## src/rtl/bpe_pkg.sv

```systemverilog
// package for the bit position encoder: register map, control word layout, reset values
package bpe_pkg;

  // register byte offsets
  localparam logic [7:0] BPE_OFS_CMD      = 8'h00;
  localparam logic [7:0] BPE_OFS_CTRL     = 8'h04;
  localparam logic [7:0] BPE_OFS_RESULT   = 8'h08;
  localparam logic [7:0] BPE_OFS_STATUS   = 8'h0c;
  localparam logic [7:0] BPE_OFS_IRQ_STAT = 8'h10;
  localparam logic [7:0] BPE_OFS_IRQ_MASK = 8'h14;
  localparam logic [7:0] BPE_OFS_SRC      = 8'h80;

  // source word store size
  localparam int         BPE_SRC_WORDS    = 32;
  localparam int         BPE_FIELD_WORDS  = 16;

  // command, status and interrupt bit positions
  localparam int         BPE_CMD_GO_BIT   = 0;
  localparam int         BPE_ST_BUSY_BIT  = 0;
  localparam int         BPE_ST_FAULT_BIT = 1;
  localparam int         BPE_EV_DONE_BIT  = 0;
  localparam int         BPE_EV_FAULT_BIT = 1;
  localparam int         BPE_EV_W         = 2;

  // control word digit codes
  localparam logic [3:0] BPE_MODE_16_4    = 4'h0;
  localparam logic [3:0] BPE_MODE_256_8   = 4'h1;
  localparam logic [3:0] BPE_DIR_HIGH     = 4'h0;
  localparam logic [3:0] BPE_DIR_LOW      = 4'h1;
  localparam logic [3:0] BPE_MAX_DIGIT    = 4'h3;
  localparam logic [3:0] BPE_MAX_BYTE     = 4'h1;

  // reset values
  localparam logic [15:0] BPE_CTRL_RST    = 16'h0000;
  localparam logic [15:0] BPE_RESULT_RST  = 16'h0000;
  localparam logic [15:0] BPE_SRC_RST     = 16'h0000;
  localparam logic [1:0]  BPE_MASK_RST    = 2'h0;

  // control word as four digits, most significant first
  typedef struct packed {
    logic [3:0] mode;
    logic [3:0] dir;
    logic [3:0] cnt;
    logic [3:0] first;
  } bpe_ctrl_t;

  // apb request fields that travel together
  typedef struct packed {
    logic [7:0]  addr;
    logic        write;
    logic [31:0] wdata;
  } bpe_apb_req_t;

endpackage

```

## src/rtl/bpe_encoder.sv

```systemverilog
// bit position encoder with apb register access and interrupt
//
// What this block does
// - control top digit 0 selects 16-to-4, 1 selects 256-to-8 encoding.
// - second digit 0 encodes highest set bit, 1 encodes lowest set bit.
// - 16-to-4 mode encodes up to four words, one 4-bit position each.
// - result digits fill upward from the start digit, wrapping past digit 3.
// - 256-to-8 mode treats sixteen words as one field, one or two fields.
// - two bytes written low first; starting at byte 1 wraps to byte 0.
// - any all-zero source word to be encoded raises the fault flag.
// - out-of-range control digit raises fault; clean conversion clears it.
// - control word gives mode, direction, count and start position.
`timescale 1ns/10ps

module bpe_encoder
  import bpe_pkg::*;
(
  input  wire logic        clk_sys,
  input  wire logic        rst_b,
  input  wire logic        psel,
  input  wire logic        penable,
  input  wire logic        pwrite,
  input  wire logic [7:0]  paddr,
  input  wire logic [31:0] pwdata,
  output logic [31:0]      prdata,
  output logic             pready,
  output logic             pslverr,
  output logic             irq
);

  typedef enum logic [1:0] {BPE_IDLE, BPE_RUN, BPE_DONE} bpe_state_t;

  ////////////////////////////////////////////////////////////////////////////
  // functions

  // lowest hit wins when low is set, else the last (highest) hit wins
  function automatic logic [3:0] bpe_enc16(input logic [15:0] w, input logic low);
    logic [3:0] p;
    logic       hit;
    p   = '0;
    hit = 1'b0;
    for (int b = 0; b < 16; b++) begin
      if (w[b] && (!low || !hit)) begin
        p   = 4'(b);
        hit = 1'b1;
      end
    end
    return p;
  endfunction

  function automatic logic [7:0] bpe_enc256(input logic [255:0] f, input logic low);
    logic [7:0] p;
    logic       hit;
    p   = '0;
    hit = 1'b0;
    for (int b = 0; b < 256; b++) begin
      if (f[b] && (!low || !hit)) begin
        p   = 8'(b);
        hit = 1'b1;
      end
    end
    return p;
  endfunction

  function automatic logic bpe_ctrl_ok(input bpe_ctrl_t c);
    logic ok;
    ok = 1'b0;
    if (c.dir == BPE_DIR_HIGH || c.dir == BPE_DIR_LOW) begin
      if (c.mode == BPE_MODE_16_4)
        ok = (c.cnt <= BPE_MAX_DIGIT) && (c.first <= BPE_MAX_DIGIT);
      else if (c.mode == BPE_MODE_256_8)
        ok = (c.cnt <= BPE_MAX_BYTE) && (c.first <= BPE_MAX_BYTE);
    end
    return ok;
  endfunction

  // one place for the fixed-register compares of the write decode
  function automatic logic bpe_reg_hit(input logic [7:0] a, input logic [7:0] ofs);
    return (a == ofs);
  endfunction

  // a zero word has no set bit whose position could be reported
  function automatic logic bpe_word_zero(input logic [15:0] w);
    return (w == 16'h0000);
  endfunction

  ////////////////////////////////////////////////////////////////////////////
  // storage and state

  logic [15:0]         src_r [BPE_SRC_WORDS];
  bpe_ctrl_t           ctrl_r;
  logic [15:0]         result_r;
  logic [15:0]         shadow_r;
  logic                fault_flag_r;
  logic [BPE_EV_W-1:0] irq_stat_r;
  logic [BPE_EV_W-1:0] irq_mask_r;
  logic [31:0]         prdata_r;
  bpe_state_t          state_r;
  logic [1:0]          idx_r;
  logic                zero_seen_r;

  ////////////////////////////////////////////////////////////////////////////
  // apb decode

  bpe_apb_req_t req;
  logic         setup_ph;
  logic         access_ph;
  logic         wr_acc;
  logic         src_hit;
  logic [4:0]   src_idx;
  logic         mapped;
  logic         busy;
  logic         wr_cmd;
  logic         wr_ctrl;
  logic         wr_result;
  logic         wr_stat;
  logic         wr_mask;
  logic         wr_src;
  logic         rd_src;

  assign req       = '{addr: paddr, write: pwrite, wdata: pwdata};
  assign setup_ph  = psel && !penable;
  assign access_ph = psel && penable;
  assign src_hit   = req.addr[7];
  assign src_idx   = req.addr[6:2];
  assign busy      = (state_r != BPE_IDLE);
  assign mapped    = (req.addr[1:0] == 2'h0) &&
                     (src_hit || req.addr <= BPE_OFS_IRQ_MASK);
  // read data is captured in the setup cycle, so the access cycle answers at once
  assign pready    = 1'b1;
  assign pslverr   = access_ph && !mapped;
  assign prdata    = prdata_r;
  assign wr_acc    = access_ph && req.write && mapped;
  assign irq       = |(irq_stat_r & irq_mask_r);

  // busy guards the operands, control and result; mask and status stay writable mid-conversion
  assign wr_cmd    = wr_acc && bpe_reg_hit(req.addr, BPE_OFS_CMD);
  assign wr_ctrl   = wr_acc && bpe_reg_hit(req.addr, BPE_OFS_CTRL) && !busy;
  assign wr_result = wr_acc && bpe_reg_hit(req.addr, BPE_OFS_RESULT) && !busy;
  assign wr_stat   = wr_acc && bpe_reg_hit(req.addr, BPE_OFS_IRQ_STAT);
  assign wr_mask   = wr_acc && bpe_reg_hit(req.addr, BPE_OFS_IRQ_MASK);
  assign wr_src    = wr_acc && src_hit && !busy;
  // a misaligned source address is a hole and must read as zero
  assign rd_src    = src_hit && (req.addr[1:0] == 2'h0);

  logic go;
  assign go = wr_cmd && req.wdata[BPE_CMD_GO_BIT] && !busy;

  always_ff @(posedge clk_sys or negedge rst_b) begin
    if (!rst_b) begin
      prdata_r <= 32'h0000_0000;
    end else if (setup_ph && !req.write) begin
      prdata_r <= 32'h0000_0000;
      if (rd_src) begin
        prdata_r[15:0] <= src_r[src_idx];
      end else begin
        case (req.addr)
          BPE_OFS_CTRL:     prdata_r[15:0] <= ctrl_r;
          BPE_OFS_RESULT:   prdata_r[15:0] <= result_r;
          BPE_OFS_STATUS: begin
            prdata_r[BPE_ST_BUSY_BIT]  <= busy;
            prdata_r[BPE_ST_FAULT_BIT] <= fault_flag_r;
          end
          BPE_OFS_IRQ_STAT: prdata_r[BPE_EV_W-1:0] <= irq_stat_r;
          BPE_OFS_IRQ_MASK: prdata_r[BPE_EV_W-1:0] <= irq_mask_r;
          default:          prdata_r <= 32'h0000_0000;
        endcase
      end
    end
  end

  ////////////////////////////////////////////////////////////////////////////
  // software-written registers; operands and control are frozen while busy

  always_ff @(posedge clk_sys or negedge rst_b) begin
    if (!rst_b) begin
      for (int i = 0; i < BPE_SRC_WORDS; i++) begin
        src_r[i] <= BPE_SRC_RST;
      end
    end else if (wr_src) begin
      src_r[src_idx] <= req.wdata[15:0];
    end
  end

  always_ff @(posedge clk_sys or negedge rst_b) begin
    if (!rst_b) begin
      ctrl_r <= BPE_CTRL_RST;
    end else if (wr_ctrl) begin
      ctrl_r <= req.wdata[15:0];
    end
  end

  always_ff @(posedge clk_sys or negedge rst_b) begin
    if (!rst_b) begin
      irq_mask_r <= BPE_MASK_RST;
    end else if (wr_mask) begin
      irq_mask_r <= req.wdata[BPE_EV_W-1:0];
    end
  end

  ////////////////////////////////////////////////////////////////////////////
  // per-step encode of the current word or field

  logic [255:0] field;
  logic         field_zero;
  logic [4:0]   word_sel;
  logic [3:0]   pos4;
  logic [7:0]   pos8;
  logic [1:0]   digit_sel;
  logic         byte_sel;
  logic         low_scan;
  logic         mode_wide;
  logic         last_step;
  logic [15:0]  shadow_nxt;

  assign mode_wide = (ctrl_r.mode == BPE_MODE_256_8);
  assign low_scan  = (ctrl_r.dir == BPE_DIR_LOW);
  assign word_sel  = {3'h0, idx_r};

  always_comb begin
    field      = '0;
    field_zero = 1'b0;
    if (mode_wide) begin
      // sixteen words starting at field idx form one 256-bit range
      for (int w = 0; w < BPE_FIELD_WORDS; w++) begin
        field[w*16 +: 16] = src_r[idx_r[0] * BPE_FIELD_WORDS + w];
        if (bpe_word_zero(src_r[idx_r[0] * BPE_FIELD_WORDS + w])) begin
          field_zero = 1'b1;
        end
      end
    end else begin
      field[15:0] = src_r[word_sel];
      field_zero  = bpe_word_zero(src_r[word_sel]);
    end
  end

  assign pos4      = bpe_enc16(field[15:0], low_scan);
  assign pos8      = bpe_enc256(field, low_scan);
  // start digit in the lowest digit, count minus one in the next
  assign digit_sel = 2'(ctrl_r.first) + idx_r;
  assign byte_sel  = ctrl_r.first[0] ^ idx_r[0];
  assign last_step = (idx_r == 2'(ctrl_r.cnt));

  always_comb begin
    shadow_nxt = shadow_r;
    if (mode_wide) begin
      shadow_nxt[byte_sel*8 +: 8] = pos8;
    end else begin
      shadow_nxt[digit_sel*4 +: 4] = pos4;
    end
  end

  ////////////////////////////////////////////////////////////////////////////
  // conversion sequencer
  // one word or field per clock: count plus one steps, then a commit cycle

  always_ff @(posedge clk_sys or negedge rst_b) begin
    if (!rst_b) begin
      state_r     <= BPE_IDLE;
      idx_r       <= 2'h0;
      zero_seen_r <= 1'b0;
      shadow_r    <= BPE_RESULT_RST;
    end else begin
      case (state_r)
        BPE_IDLE: begin
          if (go && bpe_ctrl_ok(ctrl_r)) begin
            state_r     <= BPE_RUN;
            idx_r       <= 2'h0;
            zero_seen_r <= 1'b0;
            shadow_r    <= result_r;  // untouched digits keep their value
          end
        end
        BPE_RUN: begin
          shadow_r    <= shadow_nxt;
          zero_seen_r <= zero_seen_r | field_zero;
          idx_r       <= idx_r + 2'h1;
          if (last_step) begin
            state_r <= BPE_DONE;
          end
        end
        BPE_DONE: begin
          state_r <= BPE_IDLE;
        end
        default: begin
          state_r <= BPE_IDLE;
        end
      endcase
    end
  end

  // a bad control word finishes at once; otherwise the result commits only if
  // no zero word was met, so software never sees a half-written result
  logic ctrl_bad;
  logic run_done;
  logic conv_end;
  assign ctrl_bad = go && !bpe_ctrl_ok(ctrl_r);
  assign run_done = (state_r == BPE_DONE);
  assign conv_end = ctrl_bad || run_done;

  always_ff @(posedge clk_sys or negedge rst_b) begin
    if (!rst_b) begin
      result_r <= BPE_RESULT_RST;
    end else if (run_done && !zero_seen_r) begin
      result_r <= shadow_r;
    end else if (wr_result) begin
      result_r <= req.wdata[15:0];
    end
  end

  always_ff @(posedge clk_sys or negedge rst_b) begin
    if (!rst_b) begin
      fault_flag_r <= 1'b0;
    end else if (ctrl_bad) begin
      fault_flag_r <= 1'b1;
    end else if (run_done) begin
      fault_flag_r <= zero_seen_r;
    end
  end

  ////////////////////////////////////////////////////////////////////////////
  // sticky events, write one to clear; a new event beats a same-cycle clear

  logic [BPE_EV_W-1:0] ev;
  logic [BPE_EV_W-1:0] w1c;

  always_comb begin
    ev                   = '0;
    ev[BPE_EV_DONE_BIT]  = conv_end;
    ev[BPE_EV_FAULT_BIT] = ctrl_bad || (run_done && zero_seen_r);
  end

  assign w1c = wr_stat ? req.wdata[BPE_EV_W-1:0] : '0;

  always_ff @(posedge clk_sys or negedge rst_b) begin
    if (!rst_b) begin
      irq_stat_r <= '0;
    end else begin
      irq_stat_r <= (irq_stat_r & ~w1c) | ev;
    end
  end

endmodule

```

## config.mk

```make
export PLATFORM = sky130hd
export DESIGN_NAME = bpe_encoder
export DESIGN_NICKNAME = d
export VERILOG_FILES = /design/src/rtl/bpe_pkg.sv /design/src/rtl/bpe_encoder.sv
export SDC_FILE = /design/constraint.sdc
export NUM_CORES = 2
export LEC_CHECK = 0
export BUFFER_PORTS_ARGS = -buffer_cell sky130_fd_sc_hd__buf_2
export CAP_MARGIN = 30
export CELL_PAD_IN_SITES_DETAIL_PLACEMENT = 1
export CELL_PAD_IN_SITES_GLOBAL_PLACEMENT = 1
export CORE_AREA = 3 3 317 319
export DETAILED_ROUTE_END_ITERATION = 10
export DIE_AREA = 0 0 320 322
export PLACE_DENSITY = 0.69
export SYNTH_ARGS = -nofsm -noshare
export SYNTH_HDL_FRONTEND = slang
export SYNTH_SLANG_ARGS = --single-unit
export TNS_END_PERCENT = 10
```

## constraint.sdc

```tcl
create_clock -name clk_sys -period 13.9 [get_ports clk_sys]
set_clock_uncertainty 0.2 [all_clocks]
set_input_delay 1.39 -clock clk_sys [delete_from_list [all_inputs] [get_ports clk_sys]]
set_output_delay 1.39 -clock clk_sys [all_outputs]
set_load 0.1 [all_outputs]
```

==> results.md <==
* Worst setup margin at 4460 ps
* Post-CTS resize count at 0
* Setup_tns at 0 ps
* Met3 WL at 17.5 mm
* Post-synth ARST share at 1.00
* Final Instance Area at 45,800 µm²
* Fillers at 10,900
* Detailed Route Iter0 Violations at 4,446
* Min cycle time layout at 9440 ps
* WS Path Type: reg2reg
* Vias per cell at 6.98
* Max Clk Rate at 0.106 GHz
* Pre-antenna DRT Iters at 6
* Port Buf Inserts at 46
* GPL Wtd Cong at 0.988
* Buffers & Inverters on Critical Path at 2
* FF-to-FF End: shadow_r[10]
* # nets final at 4,304
* Routed wl met2 at 81.2 mm
* Syn Area/Cell at 9.69 µm²
* Detailed Route WL at 184 mm
* Fin crit share at 0.679
* Hold Vio Cnt, Final at 0
* GRT Overall Usage at 0.349
* DRC violations left at 0
* Clock sinks at 586
* Slowest cell on the critical path: or4_1
* DPL Wire Length at 134 mm
* #FFs+latches synth at 586
* Die height at 322 µm
* Crit-path max FO at 71
* Ys flop type: dfrtp_1
* Reg2Reg Setup Slack at 4460 ps
* # H-tree levels at 3
* Grt ovf at 0
* Clock transition at the registers of the reported paths at 60 ps
* Die width at 320 µm
* Yosys warns at 0
* Setup violators final at 0
* Sequential share of the synthesized area at 0.348
* Netlist cell types at 105
* Die area at 103,000 µm²
* Max Root-Sink Buffers at 3
* Hold Path End: prdata[8]
* Metal1 wirelength at 75.8 mm
* Post-synthesis cell area at 42,100 µm²
* TritonCTS clock tree: yes
* Crit path max-delay family: simple AND/OR/NAND/NOR gates
* Area growth syn-to-layout at 8.77%
* Clock Latency Late Sink at 630 ps
* Non-filler cells, final at 5,593
* Share of layout cells above drive strength 1 at 0.250
* Max cap viols at 0
* Setup Buffers After CTS at 0
* CP required at 14,240 ps
* Register-to-Register Path Depth at 19
* Max-slew violation count at 0
* Post-placement cell count at 5,463
* DR vias at 39,000
* Hold path start: prdata[8]
* # IOs at 80
* PwrDens at 94.5 nW/µm²
* VDD IR max at 0.0811 mV
* Wirelength per Cell at 32.9 µm
* Largest net degree at the start of global routing at 168
* P_leak at 20.9 nW
* Worst Tran Pin Value at 1190 ps
* Antenna violations before repair at 7
* Vias in the first global route at 38,200
* Core footprint at 98,100 µm²
* Hold Buf Count CTS at 0
* Slew Limit Headroom at 0.209
* Outcome: finished, final reports clean
* WHS Path Cells at 2
* Startpoint types: flop
* Number of enable flip-flop cells after synthesis at 0
* RSZ-0062 raised after global routing: false
* Pre-CTS WS at 4650 ps
* Post-DRT Antenna Nets at 0
* Highest Signal Layer: met5
* Worst Setup End Kind: flop
* Seq. cell area at 14,700 µm²
* Reg-to-reg startpoint: idx_r[0]
* CP Cell Sequence: buf_4 > or3_1 > a21boi_0 > a211oi_1 > and4_1 > nand4_4 > or4_1 > nor2_8 > nand4_4 > nor2_1 > o21ai_0 > a22oi_1 > o2111ai_1 > a211oi_1 > nor4_1 > buf_2 > a2111oi_0 > o21ai_0 > a21oi_1
* CTS buffer count at 70
* First-pass GRT wire length at 268 mm
* CP max stage delay at 940 ps
* Initial Util at 0.429
* Root Buffer: clkbuf_16
* Cell row count at 115
* Multi-input logic area at 25,800 µm²
* Critical path arrival at 9780 ps
* Hold Path Class: reg2reg
* Placed Area at 43,400 µm²
* Mapped Cells at 4,344
cells in the final DEF, fill, tap and decap left out, drive strengths merged, types with 18 or more instances in the layout:
cell,netlist,layout
mux2,607,607
dfrtp,586,586
nor2,455,455
nand2,315,315
a21oi,308,308
o21ai,237,237
mux2i,202,202
nor3,155,155
mux4,151,151
buf,135,139
clkbuf,184,103
nor4,92,92
nand3,71,71
a211oi,59,59
a31oi,58,58
o22ai,55,55
inv,53,54
nand4,36,36
a221oi,34,34
o31ai,33,33
and2,28,28
nor2b,26,26
nand2b,26,26
nor3b,26,26
or3,25,25
a22oi,24,24
and3,23,23
o211ai,23,23
o21a,20,20
o221ai,18,18
cell usage after synthesis, types with 55 or more instances:
cell type	number	area (µm²)
mux2_2	605	6810
dfrtp_1	586	14700
nor2_1	453	1700
nand2_1	315	1180
a21oi_1	306	1530
o21ai_0	231	1160
mux2i_1	199	1990
clkbuf_1	184	691
nor3_1	151	756
mux4_2	150	3380
nor4_1	88	551
nand3_1	70	350
a31oi_1	58	363
a211oi_1	56	420
o22ai_1	55	344
worst max path at each step:
stage / startpoint / endpoint / slack, ps / depth (start not counted)
floorplan: paddr[2] / src_r[71] / 8240 / 9
global placement: idx_r[0] / shadow_r[10] / 4410 / 20
detailed placement: idx_r[0] / shadow_r[10] / 4650 / 19
CTS: idx_r[0] / shadow_r[10] / 4600 / 19
global route: idx_r[0] / shadow_r[2] / 4080 / 19
finish: idx_r[0] / shadow_r[10] / 4460 / 19
final cells by class:
cell class | instances | area share
diodes | 2 | 0.000109
clock buffers | 101 | 0.0459
clock inverters | 21 | 0.00486
inverters | 53 | 0.00434
multi-input cells | 3401 | 0.564
flip-flops and latches | 586 | 0.320
well taps | 1287 | 0.0352
repair buffers | 142 | 0.0250
per-stage QoR:
stage | hold WS [ps] | util | power, mW
floorplan | 240 | - | 2.19
global placement | 257 | 0.441 | 2.43
detailed placement | 269 | 0.442 | 2.44
CTS | 281 | 0.466 | 4.32
global route | 304 | 0.467 | 4.45
finish | 273 | 0.467 | 4.33
worst register-to-register path: stages, from the launching register on:
cell       delay [ps]
dfrtp_4           740
buf_4             520
or3_1             510
a21boi_0          210
a211oi_1          680
and4_1            840
nand4_4           480
or4_1             950
nor2_8            360
nand4_4           240
nor2_1            320
o21ai_0           230
a22oi_1           440
o2111ai_1         340
a211oi_1          850
nor4_1            160
buf_2             220
a2111oi_0         690
o21ai_0           190
a21oi_1           180
flip-flops by register name, summed over array words and instances, names as in the netlist:
signal / cells
irq_stat_r: 2
ctrl_r: 16
irq_mask_r: 2
shadow_r: 16
zero_seen_r: 1
result_r: 16
idx_r: 2
prdata: 16
state_r: 2
src_r: 512
fault_flag_r: 1
routing by layer:
layer / up-vias / GRT usage
met2: 1996 / 0.535
met3: 447 / 0.0819
met4: 6 / 0.147
met1: 20200 / 0.474
met5: - / 0
li1: 16300 / -
kinds of logic (layout without fill, tap and decap cells):
| logic type | count (synthesis) | in the layout | share of synthesized area |
|---|---|---|---|
| compound gates | 1058 | 1058 | 0.162 |
| flops | 586 | 586 | 0.348 |
| other cells | 2 | 19 | 0.000178 |
| fa+ha+maj | 5 | 5 | 0.00149 |
| buf+inv | 372 | 317 | 0.0401 |
| xor+xnor | 4 | 4 | 0.000832 |
| simple gates | 1357 | 1357 | 0.156 |
| mux | 960 | 960 | 0.291 |
report_power, final:
group / internal (mW) / switching, mW
Sequential: 1.72 / 0.0291
Clock: 1.11 / 0.790
Combinational: 0.186 / 0.492
Note: power is estimated with default switching activity, not from simulation.
